$ cat src/verilog/timer_defines.vh
// Constants shared by the interval timer bus and counter logic
`ifndef TIMER_DEFINES_VH
`define TIMER_DEFINES_VH

// ============================================================
// Port offsets selected by the two address lines
`define COUNTER0_DATA_PORT 2'h0
`define COUNTER1_DATA_PORT 2'h1
`define COUNTER2_DATA_PORT 2'h2
`define MODE_COMMAND_PORT 2'h3

// ============================================================
// Mode command byte fields
`define CW_BCD_BIT 0
`define CW_MODE_LSB 1
`define CW_MODE_MSB 3
`define CW_ACCESS_LSB 4
`define CW_ACCESS_MSB 5
`define CW_SELECT_LSB 6
`define CW_SELECT_MSB 7
`define CW_KEPT_WIDTH 6

// Byte access codes
`define ACCESS_LATCH 2'h0
`define ACCESS_LOW 2'h1
`define ACCESS_HIGH 2'h2
`define ACCESS_LOW_HIGH 2'h3

// Counter select code that turns the byte into a read-back command
`define SELECT_READBACK 2'h3

// Read-back command bits (count and status are active low)
`define RB_MASK_LSB 1
`define RB_STATUS_N_BIT 4
`define RB_COUNT_N_BIT 5

// ============================================================
// Counter state byte fields
`define STS_OUT_BIT 7
`define STS_NULL_BIT 6

// Reset values
`define CTRL_RESET 6'h00
`define COUNT_RESET 16'h0000
`define DATA_RESET 8'h00

`endif

$ cat src/verilog/interval_timer.v
// Bus programming and readback of a three-counter interval timer
`timescale 1ns/1ns
`default_nettype none
`include "timer_defines.vh"

module interval_timer #(
    parameter CHANNELS = 3,
    parameter COUNT_WIDTH = 16
) (
    input wire clock,
    input wire rst_n,
    input wire cs_n,
    input wire rd_n,
    input wire wr_n,
    input wire port_sel_hi,
    input wire port_sel_lo,
    input wire [7:0] data_in,
    output reg [7:0] data_out,
    output reg data_oe_n,
    input wire [CHANNELS-1:0] counter_clk,
    input wire [CHANNELS-1:0] gate,
    input wire [CHANNELS-1:0] out_level,
    output reg [CHANNELS-1:0] count_load,
    output wire [CHANNELS*`CW_KEPT_WIDTH-1:0] mode_word,
    output wire [CHANNELS*COUNT_WIDTH-1:0] down_count
);

    // ============================================================
    // Bus strobe qualification
    wire [1:0] port_sel;
    wire wr_act;
    wire rd_act;
    wire wr_ev;
    wire rd_end;
    wire cw_wr;
    wire rb_cmd;
    wire [1:0] cw_select;
    wire [1:0] cw_access;
    reg wr_act_q;
    reg rd_act_q;
    reg [1:0] rd_port_q;
    wire [CHANNELS*8-1:0] rd_bytes;
    reg [7:0] data_out_d;

    assign port_sel = {port_sel_hi, port_sel_lo};
    // Chip select gates both strobes; a write wins if both are low
    assign wr_act = ~cs_n & ~wr_n;
    assign rd_act = ~cs_n & ~rd_n & wr_n;
    // A write is taken once, on the first cycle the strobe is seen
    assign wr_ev = wr_act & ~wr_act_q;
    // A read is consumed when the strobe ends, so the byte stays
    // steady on the bus for the whole strobe
    assign rd_end = rd_act_q & ~rd_act;
    assign cw_wr = wr_ev & (port_sel == `MODE_COMMAND_PORT);
    assign cw_select = data_in[`CW_SELECT_MSB:`CW_SELECT_LSB];
    assign cw_access = data_in[`CW_ACCESS_MSB:`CW_ACCESS_LSB];
    assign rb_cmd = cw_wr & (cw_select == `SELECT_READBACK);

    // Strobe history and the port of the read in progress
    always @(posedge clock or negedge rst_n) begin
        if (!rst_n) begin
            wr_act_q <= 1'b0;
            rd_act_q <= 1'b0;
            rd_port_q <= 2'h0;
        end else begin
            wr_act_q <= wr_act;
            rd_act_q <= rd_act;
            if (rd_act) begin
                rd_port_q <= port_sel;
            end
        end
    end

    // ============================================================
    // Per-counter programming, latching and byte sequencing
    genvar i;
    generate
        for (i = 0; i < CHANNELS; i = i + 1) begin : chan
            reg [`CW_KEPT_WIDTH-1:0] ctrl_q;
            reg [COUNT_WIDTH-1:0] count_reg_q;
            reg wr_hi_q;
            reg rd_hi_q;
            reg load_req_q;
            reg null_q;
            reg cnt_held_q;
            reg [COUNT_WIDTH-1:0] cnt_latch_q;
            reg sts_held_q;
            reg [7:0] sts_latch_q;
            reg cclk_q;
            wire [1:0] access;
            wire sel_me;
            wire prog;
            wire latch_cmd;
            wire rb_sel;
            wire cnt_lat_req;
            wire sts_lat_req;
            wire data_wr;
            wire write_done;
            wire rd_done;
            wire step_en;
            wire load_now;
            wire [COUNT_WIDTH-1:0] cnt_live;
            wire [COUNT_WIDTH-1:0] cnt_src;
            reg [7:0] rbyte;
            // Two-bit channel number, so no bit-select of the genvar
            localparam [1:0] CHAN_ID = i;

            assign access = ctrl_q[`CW_ACCESS_MSB:`CW_ACCESS_LSB];
            assign sel_me = (cw_select == CHAN_ID);
            // Any counter may be set up at any time, none first
            assign prog = cw_wr & sel_me & (cw_access != `ACCESS_LATCH);
            assign latch_cmd = cw_wr & sel_me
                & (cw_access == `ACCESS_LATCH);
            assign rb_sel = rb_cmd & data_in[`RB_MASK_LSB + i];
            // Latch command and read-back count request behave alike
            assign cnt_lat_req = latch_cmd
                | (rb_sel & ~data_in[`RB_COUNT_N_BIT]);
            assign sts_lat_req = rb_sel
                & ~data_in[`RB_STATUS_N_BIT];
            assign data_wr = wr_ev & (port_sel == CHAN_ID);
            // A count is complete on the single byte, or on the
            // second byte of the two-byte format
            assign write_done = data_wr
                & ((access != `ACCESS_LOW_HIGH) | wr_hi_q);
            assign rd_done = rd_end & (rd_port_q == CHAN_ID);
            // Counter clock pulse ends on the falling edge of its clock
            assign step_en = cclk_q & ~counter_clk[i];
            assign load_now = step_en & load_req_q;
            // Live source for a direct read is the running counter
            assign cnt_src = cnt_held_q ? cnt_latch_q : cnt_live;

            down_counter #(
                .WIDTH(COUNT_WIDTH)
            ) u_down (
                .clock(clock),
                .rst_n(rst_n),
                .step_en(step_en),
                .load(load_req_q),
                .load_value(count_reg_q),
                .bcd(ctrl_q[`CW_BCD_BIT]),
                .count_en(gate[i]),
                .count_q(cnt_live)
            );

            // Byte offered on a read of this counter
            always @* begin
                rbyte = cnt_src[7:0];
                if (sts_held_q) begin
                    rbyte = sts_latch_q;
                end else if (access == `ACCESS_HIGH) begin
                    rbyte = cnt_src[15:8];
                end else if (access == `ACCESS_LOW_HIGH && rd_hi_q) begin
                    rbyte = cnt_src[15:8];
                end
            end

            // Counter clock history for the edge detect
            always @(posedge clock or negedge rst_n) begin
                if (!rst_n) begin
                    cclk_q <= 1'b0;
                end else begin
                    cclk_q <= counter_clk[i];
                end
            end

            // Mode byte, count register and write byte pointer
            always @(posedge clock or negedge rst_n) begin
                if (!rst_n) begin
                    ctrl_q <= `CTRL_RESET;
                    count_reg_q <= `COUNT_RESET;
                    wr_hi_q <= 1'b0;
                end else if (prog) begin
                    // Kept bits feed the status byte until the next
                    // mode byte for this counter
                    ctrl_q <= data_in[`CW_KEPT_WIDTH-1:0];
                    wr_hi_q <= 1'b0;
                end else if (data_wr) begin
                    case (access)
                        `ACCESS_LOW: begin
                            count_reg_q <= {8'h00, data_in};
                        end
                        `ACCESS_HIGH: begin
                            count_reg_q <= {data_in, 8'h00};
                        end
                        `ACCESS_LOW_HIGH: begin
                            // Low byte first, then high byte
                            if (wr_hi_q) begin
                                count_reg_q[15:8] <= data_in;
                            end else begin
                                count_reg_q[7:0] <= data_in;
                            end
                            wr_hi_q <= ~wr_hi_q;
                        end
                        default: begin
                            count_reg_q <= count_reg_q;
                        end
                    endcase
                end
            end

            // Pending load and null count flag
            // A completed write in the load cycle wins over the clear,
            // so the new count is not lost
            always @(posedge clock or negedge rst_n) begin
                if (!rst_n) begin
                    load_req_q <= 1'b0;
                    null_q <= 1'b0;
                end else if (prog) begin
                    load_req_q <= 1'b0;
                    null_q <= 1'b1;
                end else if (write_done) begin
                    load_req_q <= 1'b1;
                    null_q <= 1'b1;
                end else if (load_now) begin
                    load_req_q <= 1'b0;
                    null_q <= 1'b0;
                end
            end

            // Count latch: captured once, held until fully read
            // The latch is a copy, so the counter itself runs on
            always @(posedge clock or negedge rst_n) begin
                if (!rst_n) begin
                    cnt_held_q <= 1'b0;
                    cnt_latch_q <= `COUNT_RESET;
                end else if (prog) begin
                    cnt_held_q <= 1'b0;
                end else if (cnt_lat_req && !cnt_held_q) begin
                    cnt_held_q <= 1'b1;
                    cnt_latch_q <= cnt_live;
                end else if (rd_done && !sts_held_q && cnt_held_q) begin
                    // Only this counter's reads release its latch
                    if (access != `ACCESS_LOW_HIGH || rd_hi_q) begin
                        cnt_held_q <= 1'b0;
                    end
                end
                // A repeat request while held falls through
            end

            // Status latch: first request wins, released by one read
            always @(posedge clock or negedge rst_n) begin
                if (!rst_n) begin
                    sts_held_q <= 1'b0;
                    sts_latch_q <= `DATA_RESET;
                end else if (prog) begin
                    sts_held_q <= 1'b0;
                end else if (sts_lat_req && !sts_held_q) begin
                    sts_held_q <= 1'b1;
                    sts_latch_q <= {out_level[i], null_q, ctrl_q};
                end else if (rd_done && sts_held_q) begin
                    // Status goes first; the count stays for later
                    sts_held_q <= 1'b0;
                end
            end

            // Read byte pointer, independent of the write pointer
            always @(posedge clock or negedge rst_n) begin
                if (!rst_n) begin
                    rd_hi_q <= 1'b0;
                end else if (prog) begin
                    rd_hi_q <= 1'b0;
                end else if (rd_done && !sts_held_q
                    && access == `ACCESS_LOW_HIGH) begin
                    rd_hi_q <= ~rd_hi_q;
                end
            end

            // Load event pulse toward the waveform logic
            always @(posedge clock or negedge rst_n) begin
                if (!rst_n) begin
                    count_load[i] <= 1'b0;
                end else begin
                    count_load[i] <= load_now;
                end
            end

            assign rd_bytes[8*i +: 8] = rbyte;
            assign mode_word[`CW_KEPT_WIDTH*i +: `CW_KEPT_WIDTH] = ctrl_q;
            assign down_count[COUNT_WIDTH*i +: COUNT_WIDTH] = cnt_live;
        end
    endgenerate

    // ============================================================
    // Read data path
    // Command port reads and idle bus leave the pins released
    always @* begin
        data_out_d = `DATA_RESET;
        case (port_sel)
            `COUNTER0_DATA_PORT: begin
                data_out_d = rd_bytes[7:0];
            end
            `COUNTER1_DATA_PORT: begin
                data_out_d = rd_bytes[15:8];
            end
            `COUNTER2_DATA_PORT: begin
                data_out_d = rd_bytes[23:16];
            end
            default: begin
                data_out_d = `DATA_RESET;
            end
        endcase
    end

    // Registered drive: one cycle behind the strobe, a trade for
    // clean flop outputs on the pins
    always @(posedge clock or negedge rst_n) begin
        if (!rst_n) begin
            data_out <= `DATA_RESET;
            data_oe_n <= 1'b1;
        end else begin
            data_out <= data_out_d;
            data_oe_n <= ~(rd_act
                & (port_sel != `MODE_COMMAND_PORT));
        end
    end

endmodule

`default_nettype wire

$ cat src/verilog/down_counter.v
// Down-counter of one timer channel, binary or four-decade BCD
`timescale 1ns/1ns
`default_nettype none

module down_counter #(
    parameter WIDTH = 16
) (
    input wire clock,
    input wire rst_n,
    input wire step_en,
    input wire load,
    input wire [WIDTH-1:0] load_value,
    input wire bcd,
    input wire count_en,
    output reg [WIDTH-1:0] count_q
);

    reg [WIDTH-1:0] dec_d;
    reg borrow;
    integer n;

    // ============================================================
    // Next value after one decrement
    // In BCD each nibble wraps 0 to 9, so 0000 rolls to 9999
    always @* begin
        dec_d = count_q - {{(WIDTH-1){1'b0}}, 1'b1};
        borrow = 1'b1;
        if (bcd) begin
            for (n = 0; n < WIDTH / 4; n = n + 1) begin
                if (borrow) begin
                    if (count_q[4*n +: 4] == 4'h0) begin
                        dec_d[4*n +: 4] = 4'h9;
                    end else begin
                        dec_d[4*n +: 4] = count_q[4*n +: 4] - 4'h1;
                        borrow = 1'b0;
                    end
                end else begin
                    dec_d[4*n +: 4] = count_q[4*n +: 4];
                end
            end
        end
    end

    // ============================================================
    // Load has priority over counting on the same clock pulse
    always @(posedge clock or negedge rst_n) begin
        if (!rst_n) begin
            count_q <= {WIDTH{1'b0}};
        end else if (step_en) begin
            if (load) begin
                count_q <= load_value;
            end else if (count_en) begin
                count_q <= dec_d;
            end
        end
    end

endmodule

`default_nettype wire

$ cat config.mk
export PLATFORM = sky130hd
export DESIGN_NAME = interval_timer
export DESIGN_NICKNAME = d
export VERILOG_FILES = /design/src/verilog/interval_timer.v /design/src/verilog/down_counter.v
export VERILOG_INCLUDE_DIRS = /design/src /design/src/verilog
export SDC_FILE = /design/constraint.sdc
export NUM_CORES = 1
export LEC_CHECK = 0
export ABC_AREA = 1
export BUFFER_PORTS_ARGS = -buffer_cell sky130_fd_sc_hd__clkbuf_2
export CAP_MARGIN = 20
export CORE_ASPECT_RATIO = 1.75
export CORE_UTILIZATION = 55
export CTS_CLUSTER_SIZE = 20
export DETAILED_ROUTE_END_ITERATION = 10
export GPL_TIMING_DRIVEN = 0
export HOLD_SLACK_MARGIN = 0.02
export PLACE_DENSITY = 0.74
export SLEW_MARGIN = 20
export SYNTH_ARGS = -nofsm -noshare
export SYNTH_HDL_FRONTEND = slang
export SYNTH_SLANG_ARGS = --single-unit
$ cat constraint.sdc
create_clock -name clock -period 3.3 [get_ports clock]
set_clock_uncertainty 0.15 [all_clocks]
set_input_delay 0.33 -clock clock [delete_from_list [all_inputs] [get_ports clock]]
set_output_delay 0.33 -clock clock [all_outputs]
set_load 0.01 [all_outputs]
==> results.json <==
{
  "instances_no_fill": 2026,
  "timing.fmax_mhz": 407,
  "setup_ws_ns": 0.845,
  "first_global_vias": 11500,
  "period_share": 0.744,
  "port_buffers": 100,
  "synthMuxAreaShare": 0,
  "cts_root_buffer": "clkbuf_16",
  "synth_edf_count": 0,
  "comb_power_share": 0.362,
  "grt_overflow": 0,
  "place_worst_setup_slack_ns": 1.01,
  "fin_area_um2": 13700,
  "start_util": 0.565,
  "synth_cells": 1613,
  "drc": 0,
  "die-area_um2": 22200,
  "period_minus_slack_ns": 2.46,
  "powerDensity_nw_per_um2": 787,
  "n_fill_cell": 1873,
  "row_count": 70,
  "io-pin-count": 102,
  "relSlewSlack": 0.503,
  "antenna_found_initial": 0,
  "clock-sinks": 223,
  "final_layout_size_suffix_gt1_frac": 0.117,
  "area_growth_pct": 15.1,
  "yosysTopAreaCell": "dfrtp_1",
  "swShare": 0.420,
  "critPathMaxFanout": 10,
  "gp_congestion": 0.953,
  "use_met3": 0.0532,
  "seq_area_frac_synth": 0.470,
  "postRouteAntennaNets": 0,
  "grt_max_degree": 80,
  "synthTopCellsByArea": "dfrtp_1 47%, nand2_1 15%, o21ai_0 8.0%, inv_1 5.4%, nor2_1 5.3%",
  "switchingPower_mw": 4.51,
  "fin_nets": 1789,
  "setup_tns_ns": 0,
  "synth_seq_cells": 223,
  "busiest_layer": "met2",
  "vdd_ir_drop_max_mv": 0.607,
  "drtIter0Drc": 828,
  "hold_depth": 3,
  "grt_pass1_wl_um": 60800,
  "drv_cap": 0,
  "ys_async_sr_fraction": 1.00,
  "viasPerCell": 5.69,
  "setup_viol": 0,
  "clock_tree.buffer_depth": 3,
  "synth_fa_ha_area_frac": 0.00632,
  "tightest_slew_ns": 0.744,
  "status": "finished clean",
  "ys.flop_type": "dfrtp_1",
  "synth_compound_area_frac": 0.170,
  "core_area_um2": 21000,
  "worstPathRequired_ns": 3.50,
  "netlist.area_leader.share": 0.468,
  "hold_viol_final": 0,
  "clk_latency_ns": 0.53,
  "clkTransAtPathRegs_ns": 0.07,
  "syn-cell-area_um2": 11900,
  "num_vias": 11500,
  "die_y_um": 196,
  "final_common_cell": "nand2_1",
  "hpwl_um": 28300,
  "dr.pass1.iters": 6,
  "worst_setup_path_end_kind": "flop",
  "tritoncts": "built",
  "track_usage": 0.358,
  "final_cell_mix": "465 x nand2_1, 222 x dfrtp_1, 190 x o21ai_0",
  "drv_slew": 0,
  "crit_type": "flop to flop",
  "post_cts_buffers": 0,
  "clockPowerShare": 0.237,
  "synthesis.nets": 1643,
  "wl_per_cell_um": 18.8,
  "cts_max_level": 1,
  "yosys.area_share.simple": 0.269,
  "drt-total-wl_um": 38100,
  "place_inst": 1967,
  "hold_ws_ns": 0.0603,
  "yosysUniqueCellTypes": 47,
  "rsz0062_at_grt": "false",
  "synth_warnings": 0,
  "start_kind": "flop",
  "seq_area_um2": 5580,
  "power.leakage_nw": 7.22,
  "synth.avg_cell_area_um2": 7.37,
  "multi_input_comb_area_um2": 5350,
  "n_antenna_cell": 0,
  "synth_top_family_by_area": "simple AND/OR/NAND/NOR gates",
  "use_met1": 0.385,
  "synth_xor_area_frac": 0.00442,
  "cp_data_arrival_time_ns": 2.65,
  "reg2reg_depth": 6,
  "die_x_um": 113,
  "post_dp_cell_area_um2": 12800,
  "grt_use_met2": 0.626,
  "seqPwrFrac": 0.400,
  "hp-class": "input pin to flop",
  "numCtsBuffers": 22,
  "internal_power_mw": 6.24
}
layer usage:
| layer | wire length (µm) | share of wire |
|---|---|---|
| met1 | 13500 | 0.35 |
| met2 | 19300 | 0.51 |
| met3 | 2020 | 0.053 |
| met4 | 3340 | 0.088 |
| met5 | 0 | 0 |
Yosys cell counts, types with 2 or more instances:
| library cell | instances |
|---|---|
| nor2_4 | 4 |
| o21ai_0 | 190 |
| clkbuf_1 | 28 |
| nand2_1 | 465 |
| nand3_1 | 83 |
| nand4_1 | 7 |
| nor2_1 | 169 |
| clkinv_1 | 2 |
| a311oi_1 | 3 |
| and2_1 | 2 |
| nor2_2 | 6 |
| buf_4 | 8 |
| o21ai_2 | 2 |
| nand4_4 | 2 |
| o221ai_1 | 3 |
| ha_1 | 6 |
| o21a_1 | 3 |
| buf_1 | 3 |
| xor2_1 | 6 |
| buf_6 | 2 |
| nand3_2 | 5 |
| inv_2 | 9 |
| dfrtp_1 | 222 |
| o211ai_1 | 11 |
| nand2_2 | 7 |
| a21oi_2 | 2 |
| o31ai_1 | 2 |
| inv_1 | 172 |
| buf_2 | 12 |
| or2_2 | 2 |
| nor3_1 | 6 |
| o21ai_1 | 34 |
| o22ai_1 | 32 |
| a21oi_1 | 90 |
layout make-up:
cell class                 count  share of cell area
clock inverter                 8             0.00521
buffer                        54              0.0193
clock buffer                  31              0.0472
multi-input combinational   1153               0.391
tap                          252              0.0231
inverter                     183              0.0502
timing repair buffer         122              0.0559
sequential                   223               0.408
power groups by stage:
| stage | Combinational (mW) | Clock (mW) | Sequential (mW) |
|---|---|---|---|
| after global placement | 3.71 | 0 | 4.31 |
| final | 3.90 | 2.55 | 4.31 |
| after floorplan | 2.40 | 0 | 4.20 |
| after CTS | 3.84 | 2.58 | 4.28 |
| after global routing | 4.41 | 2.69 | 4.38 |
| after detailed placement | 3.79 | 0 | 4.32 |
sequential cells by signal, summed over array words and instances, names as in the netlist:
signal,flops
chan.cclk_q,3
chan.cnt_held_q,3
chan.cnt_latch_q,48
chan.count_reg_q,48
chan.ctrl_q,18
chan.load_req_q,3
chan.null_q,3
chan.rd_hi_q,3
chan.sts_held_q,3
chan.sts_latch_q,24
chan.u_down.count_q,48
chan.wr_hi_q,3
count_load,3
data_oe_n,1
data_out,8
rd_act_q,1
rd_port_q,2
wr_act_q,1
cells by family (layout without fill, tap and decap cells):
family | Yosys count | after routing
AOI/OAI and AO/OA | 376 | 376
xor gates and xnor gates | 6 | 6
adders and majority gates | 6 | 6
buffers and inverters | 237 | 398
DFF | 223 | 223
and+or+nand+nor | 765 | 765
through the flow:
| stage | power [mW] | util |
|---|---|---|
| floorplan | 6.60 | - |
| global placement | 8.02 | 0.604 |
| detailed placement | 8.12 | 0.607 |
| CTS | 10.7 | 0.651 |
| global route | 11.5 | 0.651 |
| finish | 10.8 | 0.651 |
timing repair:
item / in CTS / in global routing
gates resized for setup: 0 / 0
hold endpoints to repair: 93 / 0
hold buffers: 20 / 0
worst max-delay path, stage by stage (launching register included):
cell and delay (ns):
dfrtp_1 0.46, inv_1 0.10, o21ai_1 0.38, clkbuf_1 0.33, o21ai_0 0.14, o21ai_1 0.55, nand3_1 0.18
worst paths after layout:
kind / startpoint / slack (ns) / to
worst max-delay path: chan[2].ctrl_q[4] / 0.84 / data_out[2]
min in group asynchronous: rst_n / 0.25 / chan[0].cnt_latch_q[13]
worst max register to register: chan[2].ctrl_q[4] / 0.84 / data_out[2]
max in group asynchronous: rst_n / 1.93 / chan[0].count_reg_q[7]
worst min register to register: chan[1].cnt_latch_q[10] / 0.32 / chan[1].cnt_latch_q[10]
worst min-delay path: data_in[6] / 0.06 / chan[0].count_reg_q[6]
Power figures use the tool's default switching activity.
